===== src/design/etsc_pkg.sv =====
package etsc_pkg;

    ////////////////////////////////////////////////////////////////////////////
    // Parameter offsets
    localparam logic [15:0] OFS_A_EDGE  = 16'h0141;
    localparam logic [15:0] OFS_A_MODE  = 16'h0142;
    localparam logic [15:0] OFS_A_LOW   = 16'h0143;
    localparam logic [15:0] OFS_A_HIGH  = 16'h0144;
    localparam logic [15:0] OFS_B_EDGE  = 16'h0145;
    localparam logic [15:0] OFS_B_MODE  = 16'h0146;
    localparam logic [15:0] OFS_B_LOW   = 16'h0147;
    localparam logic [15:0] OFS_B_HIGH  = 16'h0148;
    localparam logic [15:0] OFS_A_VALUE = 16'h0150;
    localparam logic [15:0] OFS_B_VALUE = 16'h0151;
    localparam logic [15:0] OFS_STATUS  = 16'h0152;
    localparam logic [15:0] OFS_REARM   = 16'h0153;

    ////////////////////////////////////////////////////////////////////////////
    // Field positions in status and re-arm words
    localparam int BIT_A = 0;
    localparam int BIT_B = 1;

    ////////////////////////////////////////////////////////////////////////////
    // Edge selection and trigger mode codes
    typedef enum logic [1:0] {
        EDGE_OFF  = 2'h0,
        EDGE_RISE = 2'h1,
        EDGE_FALL = 2'h2,
        EDGE_BOTH = 2'h3
    } etsc_edge_e;

    localparam logic MODE_SINGLE = 1'h0;
    localparam logic MODE_CONT   = 1'h1;

    ////////////////////////////////////////////////////////////////////////////
    // Source codes
    localparam int          NUM_SRC        = 12;
    localparam logic [15:0] SRC_FIRST_LOW  = 16'h0010;
    localparam logic [15:0] SRC_LAST_LOW   = 16'h0022;
    localparam logic [15:0] PHASE_LOW      = 16'h000F;
    localparam logic [15:0] PHASE_HIGH     = 16'h0057;
    localparam logic [15:0] STATOR_LOW     = 16'h0056;
    localparam logic [15:0] STATOR_HIGH    = 16'h0057;
    localparam logic [3:0]  SRC_IDX_AUX    = 4'h9;
    localparam logic [3:0]  SRC_IDX_PHASE  = 4'hA;
    localparam logic [3:0]  SRC_IDX_STATOR = 4'hB;

    ////////////////////////////////////////////////////////////////////////////
    // Values after reset
    localparam etsc_edge_e  RST_EDGE = EDGE_OFF;
    localparam logic        RST_MODE = MODE_SINGLE;
    localparam logic [15:0] RST_LOW  = 16'h0010;
    localparam logic [15:0] RST_HIGH = 16'h0011;

    typedef struct packed {
        logic       ok;
        logic [3:0] idx;
    } etsc_src_s;

    // Low and high code only name a source as a pair
    function automatic etsc_src_s etsc_src_decode(input logic [15:0] lo, input logic [15:0] hi);
        etsc_src_s   r;
        logic [15:0] off;
        r.ok  = 1'b0;
        r.idx = 4'h0;
        off   = lo - SRC_FIRST_LOW;
        if (lo == PHASE_LOW && hi == PHASE_HIGH)
        begin
            r.ok  = 1'b1;
            r.idx = SRC_IDX_PHASE;
        end
        else if (lo == STATOR_LOW && hi == STATOR_HIGH)
        begin
            r.ok  = 1'b1;
            r.idx = SRC_IDX_STATOR;
        end
        else if (lo >= SRC_FIRST_LOW && lo <= SRC_LAST_LOW && !lo[0] && hi == lo + 16'h0001)
        begin
            r.ok  = 1'b1;
            r.idx = off[4:1];
        end
        return r;
    endfunction : etsc_src_decode

endpackage : etsc_pkg


===== src/design/etsc_chan_if.sv =====
`timescale 1ns/100ps
interface etsc_chan_if
    import etsc_pkg::*;
#(
    parameter int DW = 32
)
();
    etsc_edge_e      edge_sel;
    logic            cont;
    logic            src_ok;
    logic [DW-1:0]   src_val;
    logic            rearm;
    logic            fire;
    logic            done;
    logic [DW-1:0]   value;

    modport ctl  (output edge_sel, cont, src_ok, src_val, rearm, input fire, done, value);
    modport chan (input edge_sel, cont, src_ok, src_val, rearm, output fire, done, value);
endinterface : etsc_chan_if


===== src/design/etsc_chan.sv =====
`timescale 1ns/100ps
module etsc_chan
    import etsc_pkg::*;
#(
    parameter int DW = 32
)
(
    // Clock and reset
    input wire logic    clk,
    input wire logic    nrst,
    // Trigger pin
    input wire logic    cap_pin,
    // Configuration and result
    etsc_chan_if.chan   ch
);

    logic          sync1_q;
    logic          sync2_q;
    logic          prev_q;
    logic          rise;
    logic          fall;
    logic          hit;
    logic          fire;
    logic          done_q;
    logic [DW-1:0] value_q;

    ////////////////////////////////////////////////////////////////////////////
    // Pin synchroniser; only sync2_q and later stages are looked at
    always_ff @(posedge clk)
    begin
        if (!nrst)
        begin
            sync1_q <= 1'b0;
            sync2_q <= 1'b0;
            prev_q  <= 1'b0;
        end
        else
        begin
            sync1_q <= cap_pin;
            sync2_q <= sync1_q;
            prev_q  <= sync2_q;
        end
    end

    assign rise = sync2_q & ~prev_q;
    assign fall = ~sync2_q & prev_q;

    always_comb
    begin
        case (ch.edge_sel)
            EDGE_RISE: hit = rise;
            EDGE_FALL: hit = fall;
            EDGE_BOTH: hit = rise | fall;
            default:   hit = 1'b0;
        endcase
    end

    // Single mode is blocked once done; continuous ignores done
    assign fire = hit && ch.src_ok && (ch.cont || !done_q);

    ////////////////////////////////////////////////////////////////////////////
    // Latched value stays until the next capture
    always_ff @(posedge clk)
    begin
        if (!nrst)
            value_q <= '0;
        else if (fire)
            value_q <= ch.src_val;
    end

    // A capture in the re-arm cycle wins so that edge is not lost
    always_ff @(posedge clk)
    begin
        if (!nrst)
            done_q <= 1'b0;
        else if (fire)
            done_q <= 1'b1;
        else if (ch.rearm)
            done_q <= 1'b0;
    end

    assign ch.fire  = fire;
    assign ch.done  = done_q;
    assign ch.value = value_q;
endmodule : etsc_chan


===== src/design/etsc_capture.sv =====
`timescale 1ns/100ps
module etsc_capture
    import etsc_pkg::*;
#(
    parameter int DW = 32
)
(
    // Clock and reset
    input  wire logic                          clk,
    input  wire logic                          nrst,
    // Capture trigger pins
    input  wire logic                          cap_a_pin,
    input  wire logic                          cap_b_pin,
    // Drive quantities to capture
    input  wire logic [NUM_SRC-1:0][DW-1:0]    src_i,
    // Parameter access
    input  wire logic [15:0]                   param_addr,
    input  wire logic                          param_wr,
    input  wire logic [15:0]                   param_wdata,
    input  wire logic                          param_rd,
    output      logic [DW-1:0]                 param_rdata,
    output      logic                          param_rvalid,
    // Capture events
    output      logic                          cap_a_event,
    output      logic                          cap_b_event
);

    ////////////////////////////////////////////////////////////////////////////
    // Elaboration check
    generate
        if (DW < 16 || DW > 64)
        begin : g_bad_dw
            $error("etsc_capture: DW must lie between 16 and 64");
        end
    endgenerate

    ////////////////////////////////////////////////////////////////////////////
    // Declarations
    etsc_edge_e    a_edge_q;
    logic          a_mode_q;
    logic [15:0]   a_low_q;
    logic [15:0]   a_high_q;
    etsc_edge_e    b_edge_q;
    logic          b_mode_q;
    logic [15:0]   b_low_q;
    logic [15:0]   b_high_q;
    etsc_src_s     a_sel;
    etsc_src_s     b_sel;
    logic          wr_edge_ok;
    logic          wr_mode_ok;
    logic          wr_rearm;
    logic [DW-1:0] rd_word;
    logic [DW-1:0] rdata_q;
    logic          rvalid_q;
    logic          a_event_q;
    logic          b_event_q;

    etsc_chan_if #(.DW(DW)) ifa ();
    etsc_chan_if #(.DW(DW)) ifb ();

    ////////////////////////////////////////////////////////////////////////////
    // Write qualification: out-of-range codes leave the old setting
    assign wr_edge_ok = param_wr && (param_wdata[15:2] == 14'h0000);
    assign wr_mode_ok = param_wr && (param_wdata[15:1] == 15'h0000);
    assign wr_rearm   = param_wr && (param_addr == OFS_REARM);

    ////////////////////////////////////////////////////////////////////////////
    // Channel A settings
    always_ff @(posedge clk)
    begin
        if (!nrst)
            a_edge_q <= RST_EDGE;
        else if (wr_edge_ok && param_addr == OFS_A_EDGE)
            a_edge_q <= etsc_edge_e'(param_wdata[1:0]);
    end

    always_ff @(posedge clk)
    begin
        if (!nrst)
            a_mode_q <= RST_MODE;
        else if (wr_mode_ok && param_addr == OFS_A_MODE)
            a_mode_q <= param_wdata[0];
    end

    always_ff @(posedge clk)
    begin
        if (!nrst)
        begin
            a_low_q  <= RST_LOW;
            a_high_q <= RST_HIGH;
        end
        else if (param_wr)
        begin
            if (param_addr == OFS_A_LOW)
                a_low_q <= param_wdata;
            else if (param_addr == OFS_A_HIGH)
                a_high_q <= param_wdata;
        end
    end

    ////////////////////////////////////////////////////////////////////////////
    // Channel B settings, kept apart from A
    always_ff @(posedge clk)
    begin
        if (!nrst)
            b_edge_q <= RST_EDGE;
        else if (wr_edge_ok && param_addr == OFS_B_EDGE)
            b_edge_q <= etsc_edge_e'(param_wdata[1:0]);
    end

    always_ff @(posedge clk)
    begin
        if (!nrst)
            b_mode_q <= RST_MODE;
        else if (wr_mode_ok && param_addr == OFS_B_MODE)
            b_mode_q <= param_wdata[0];
    end

    always_ff @(posedge clk)
    begin
        if (!nrst)
        begin
            b_low_q  <= RST_LOW;
            b_high_q <= RST_HIGH;
        end
        else if (param_wr)
        begin
            if (param_addr == OFS_B_LOW)
                b_low_q <= param_wdata;
            else if (param_addr == OFS_B_HIGH)
                b_high_q <= param_wdata;
        end
    end

    ////////////////////////////////////////////////////////////////////////////
    // Source selection; an unknown pair disables capture rather than
    // latching some arbitrary quantity
    assign a_sel = etsc_src_decode(a_low_q, a_high_q);
    assign b_sel = etsc_src_decode(b_low_q, b_high_q);

    assign ifa.edge_sel = a_edge_q;
    assign ifa.cont     = (a_mode_q == MODE_CONT);
    assign ifa.src_ok   = a_sel.ok;
    assign ifa.src_val  = src_i[a_sel.idx];
    assign ifa.rearm    = wr_rearm && param_wdata[BIT_A];

    assign ifb.edge_sel = b_edge_q;
    assign ifb.cont     = (b_mode_q == MODE_CONT);
    assign ifb.src_ok   = b_sel.ok;
    assign ifb.src_val  = src_i[b_sel.idx];
    assign ifb.rearm    = wr_rearm && param_wdata[BIT_B];

    ////////////////////////////////////////////////////////////////////////////
    // Capture channels
    etsc_chan #(.DW(DW)) u_chan_a (
        .clk     (clk),
        .nrst    (nrst),
        .cap_pin (cap_a_pin),
        .ch      (ifa.chan)
    );

    etsc_chan #(.DW(DW)) u_chan_b (
        .clk     (clk),
        .nrst    (nrst),
        .cap_pin (cap_b_pin),
        .ch      (ifb.chan)
    );

    ////////////////////////////////////////////////////////////////////////////
    // Event pulses line up with the new value becoming visible
    always_ff @(posedge clk)
    begin
        if (!nrst)
        begin
            a_event_q <= 1'b0;
            b_event_q <= 1'b0;
        end
        else
        begin
            a_event_q <= ifa.fire;
            b_event_q <= ifb.fire;
        end
    end

    assign cap_a_event = a_event_q;
    assign cap_b_event = b_event_q;

    ////////////////////////////////////////////////////////////////////////////
    // Read path
    always_comb
    begin
        rd_word = '0;
        if (param_addr == OFS_A_EDGE)
            rd_word = DW'(a_edge_q);
        else if (param_addr == OFS_A_MODE)
            rd_word = DW'(a_mode_q);
        else if (param_addr == OFS_A_LOW)
            rd_word = DW'(a_low_q);
        else if (param_addr == OFS_A_HIGH)
            rd_word = DW'(a_high_q);
        else if (param_addr == OFS_B_EDGE)
            rd_word = DW'(b_edge_q);
        else if (param_addr == OFS_B_MODE)
            rd_word = DW'(b_mode_q);
        else if (param_addr == OFS_B_LOW)
            rd_word = DW'(b_low_q);
        else if (param_addr == OFS_B_HIGH)
            rd_word = DW'(b_high_q);
        else if (param_addr == OFS_A_VALUE)
            rd_word = ifa.value;
        else if (param_addr == OFS_B_VALUE)
            rd_word = ifb.value;
        else if (param_addr == OFS_STATUS)
            rd_word = DW'({ifb.done, ifa.done});
        else
            rd_word = '0;
    end

    // Read data is registered; a read of the re-arm word returns zero
    always_ff @(posedge clk)
    begin
        if (!nrst)
        begin
            rdata_q  <= '0;
            rvalid_q <= 1'b0;
        end
        else
        begin
            rvalid_q <= param_rd;
            if (param_rd)
                rdata_q <= rd_word;
        end
    end

    assign param_rdata  = rdata_q;
    assign param_rvalid = rvalid_q;
endmodule : etsc_capture


===== config.mk =====
export PLATFORM = sky130hd
export DESIGN_NAME = etsc_capture
export DESIGN_NICKNAME = d
export VERILOG_FILES = /design/src/design/etsc_pkg.sv /design/src/design/etsc_chan_if.sv /design/src/design/etsc_chan.sv /design/src/design/etsc_capture.sv
export SDC_FILE = /design/constraint.sdc
export NUM_CORES = 1
export LEC_CHECK = 0
export BUFFER_PORTS_ARGS = -buffer_cell sky130_fd_sc_hd__buf_2
export CELL_PAD_IN_SITES_DETAIL_PLACEMENT = 1
export CELL_PAD_IN_SITES_GLOBAL_PLACEMENT = 2
export CORE_AREA = 2 2 228 230
export DETAILED_ROUTE_END_ITERATION = 12
export DIE_AREA = 0 0 230 232
export PLACE_DENSITY_LB_ADDON = 0.1
export SLEW_MARGIN = 5
export SYNTH_ARGS = -nofsm -noshare
export SYNTH_HDL_FRONTEND = slang
export SYNTH_SLANG_ARGS = --single-unit

===== constraint.sdc =====
create_clock -name clk -period 4.1 [get_ports clk]
set_input_delay 0.41 -clock clk [delete_from_list [all_inputs] [get_ports clk]]
set_output_delay 0.41 -clock clk [all_outputs]
set_load 0.05 [all_outputs]

==> out/results.ini <==
[setup_path]
critical_path_class = reg2reg
rr_worst_depth = 11
worst-path-stages = 11
cp.required_ns = 4.50
path_buf_inv = 1
slowest_delay_ns = 0.63
crit_top_cell = a2111oi_2
cp_top_family = compound AO/OA/AOI/OAI gates
slowest_stage = a222oi_1
path_cells = nand4_1, or4_4, or3_1, a2111oi_2, nand4_2, buf_6, o21ba_2, mux2i_1, a222oi_1, a2111oi_2, nor2_1
worstPathMaxFanout = 16
end_kind = flip-flop
start_kind = flip-flop
crit_arrival_ns = 4.35

[pwr]
finalPower_mw = 4.181
irDropWorstVdd_uv = 202.8
p_leak_nw = 8.413
power_frac_seq_pct = 41.2
power_switching_mw = 1.170
combinationalPowerShare_pct = 14.6
power_frac_clock_pct = 44.2
p_int_mw = 3.012
swShare_pct = 27.97
powerDensity_nw_per_um2 = 218.2

[routing]
routed_via_density = 5.836
antenna_left = 0
drt_iter0_drc = 1442
routed_wl_um = 85920
drt-pass1-iter-count = 7
route.detailed.drc = 0
routedWlPerCell_um = 28.22
vias = 17770

[clock_network]
numClockSinks = 177
clk_pin_slew_ns = 0.08
numCtsBuffers = 17
clock_latency_ns = 0.46
postCtsHoldBufs = 0
cts_tree = yes
clockRootBuffer = clkbuf_16
cts_buffer_depth = 2
cts_htree_levels = 4

[die]
core_area_um2 = 50890
start_util_pct = 28.81
die_area_um2 = 53360
core.rowCount = 83
die_h_um = 232
io_pins = 457
die_w_um = 230

[flow_run]
cap_violations = 0

[sta]
fmax_ghz = 0.2531
period_share_pct = 96.35
slew_headroom_pct = 30.08
worst_pin_slew_ns = 1.049
setup_viol = 0
finalClockSkew_ns = 0.01760
hold_violations = 0
final-max-slew-violation-count = 0
fin_hold_ws_ns = 0.1649
timing.final.crit_period_ns = 3.951

[final_layout]
stdcell_count = 3044
final_common_cell = buf_2
nNetsFinal = 2777
register_area_um2 = 3543
syn_to_final_growth_pct = 30.69
multi_input_area_um2 = 10480
fin_area_um2 = 19160
drive_gt1_share_pct = 32.53
final_cell_mix = buf_2, nand2_1, mux2i_1
nFillCells = 6259

[yosys]
netlist_area_um2 = 14660
synth_edf_count = 0
async_flop_share_pct = 0
yosysUniqueCellTypes = 71
ys_ff_latch = 177
yosysSeqAreaShare_pct = 24.17
synth_area_per_cell_um2 = 7.668
ys.warnings.count = 0
synthFlopType = dfxtp_1
synthCells = 1912
syn_nets = 2344

[place]
portBuffers = 456
hpwl_um = 66330
placed_cells = 2998
place_area_um2 = 18420
gp_congestion = 0.9410

[status]
outcome = finished clean

[min_path]
min_path_cells = 2
hp-class = in2reg

[global_route]
antenna_found_initial = 13
grt_pass1_wl_um = 121700
track_usage_pct = 30.66
globalRouteOverflowTotal = 0
grt_max_degree = 54
grt_pass1_vias = 18280

power by group through the flow:
stage | registers, mW | logic (mW) | clock network, mW
after CTS | 1.72 | 0.604 | 1.87
after detailed placement | 1.76 | 0.601 | 0
final | 1.72 | 0.611 | 1.85
after floorplan | 1.77 | 0.197 | 0
after global placement | 1.76 | 0.594 | 0
after global routing | 1.72 | 0.648 | 1.94
state kept, by name, summed over array words and instances (netlist names), 16 cells and up:
signal	cells
param_rdata	32
u_chan_a.ch.value	32
u_chan_b.ch.value	32
a_high_q	16
a_low_q	16
b_high_q	16
b_low_q	16
synth_stat cells, drive strengths merged (10+ instances only):
master     n  share of area (%)
a222oi    22                1.5
o31ai     33                1.7
a22oi     49                2.5
a221oi    17                1.0
o21ai     66                2.3
a2111oi   25                2.3
and2      11               0.47
xnor2     24                1.4
a221o     32                2.2
inv       23               0.59
nor3      26               0.89
a31oi     13               0.55
buf       45                1.6
nor4      15               0.64
dfxtp    177                 24
a21oi    163                5.6
o22ai     35                1.5
nand4     12               0.55
a32oi     11               0.66
nand2    302                7.7
clkbuf   133                3.4
ha        10               0.85
xor2      10               0.60
nor2     152                3.9
mux2      97                7.5
o221ai    43                2.6
mux2i    202                 14
nand3     65                2.2
a22o      14               0.84
routing by layer:
layer  vias to the layer above  global-route usage (%)  wire [um]
met5                         -                       0         53
met4                        10                   9.073       2399
met3                        98                   4.519       5416
met2                       704                   52.55      41250
met1                      8930                   39.72      36800
li1                       8024                       -          -
cell families (layout without fill, tap and decap cells):
group / Yosys count / count (layout) / synth area share, %
adders and majority gates: 10 / 10 / 0.8534
AOI/OAI and AO/OA: 554 / 557 / 26.89
muxes: 299 / 299 / 21.24
and+or+nand+nor: 637 / 637 / 19.24
other: 0 / 6 / 0
xor gates and xnor gates: 34 / 34 / 2.031
DFF: 177 / 177 / 24.17
buffers and inverters: 201 / 644 / 5.573
timing repair:
item | CTS | global route
gates resized for setup | 0 | 8
setup endpoints to repair | 0 | 22
setup buffers | 0 | 5
path summary, 6_finish.rpt:
| kind | startpoint | to | slack, ns |
|---|---|---|---|
| hold reg to reg | u_chan_a.sync1_q | u_chan_a.sync2_q | 0.44 |
| setup / recovery | a_low_q[6] | u_chan_a.ch.value[16] | 0.15 |
| hold / removal | cap_a_pin | u_chan_a.sync1_q | 0.16 |
| setup reg to reg | a_low_q[6] | u_chan_a.ch.value[16] | 0.15 |
cell type report:
| type | instances | area share (%) |
|---|---|---|
| flip-flops and latches | 177 | 18.49 |
| multi-input cells | 1537 | 54.70 |
| inverters | 23 | 0.4506 |
| clock inverters | 14 | 1.071 |
| repair buffers | 589 | 18.53 |
| clock buffers | 18 | 2.240 |
| well taps | 680 | 4.440 |
| diodes | 6 | 0.07836 |
per-stage QoR:
stage               setup WS (ns)  utilization, %     TNS, ns
global placement           0.2074           36.19           0
detailed placement        0.08285           36.19           0
CTS                       0.04656           37.44           0
floorplan                  0.5238               -           0
global route           -0.0008198           37.64  -0.0008198
finish                     0.1495           37.65           0
Power figures use the tool's default switching activity.
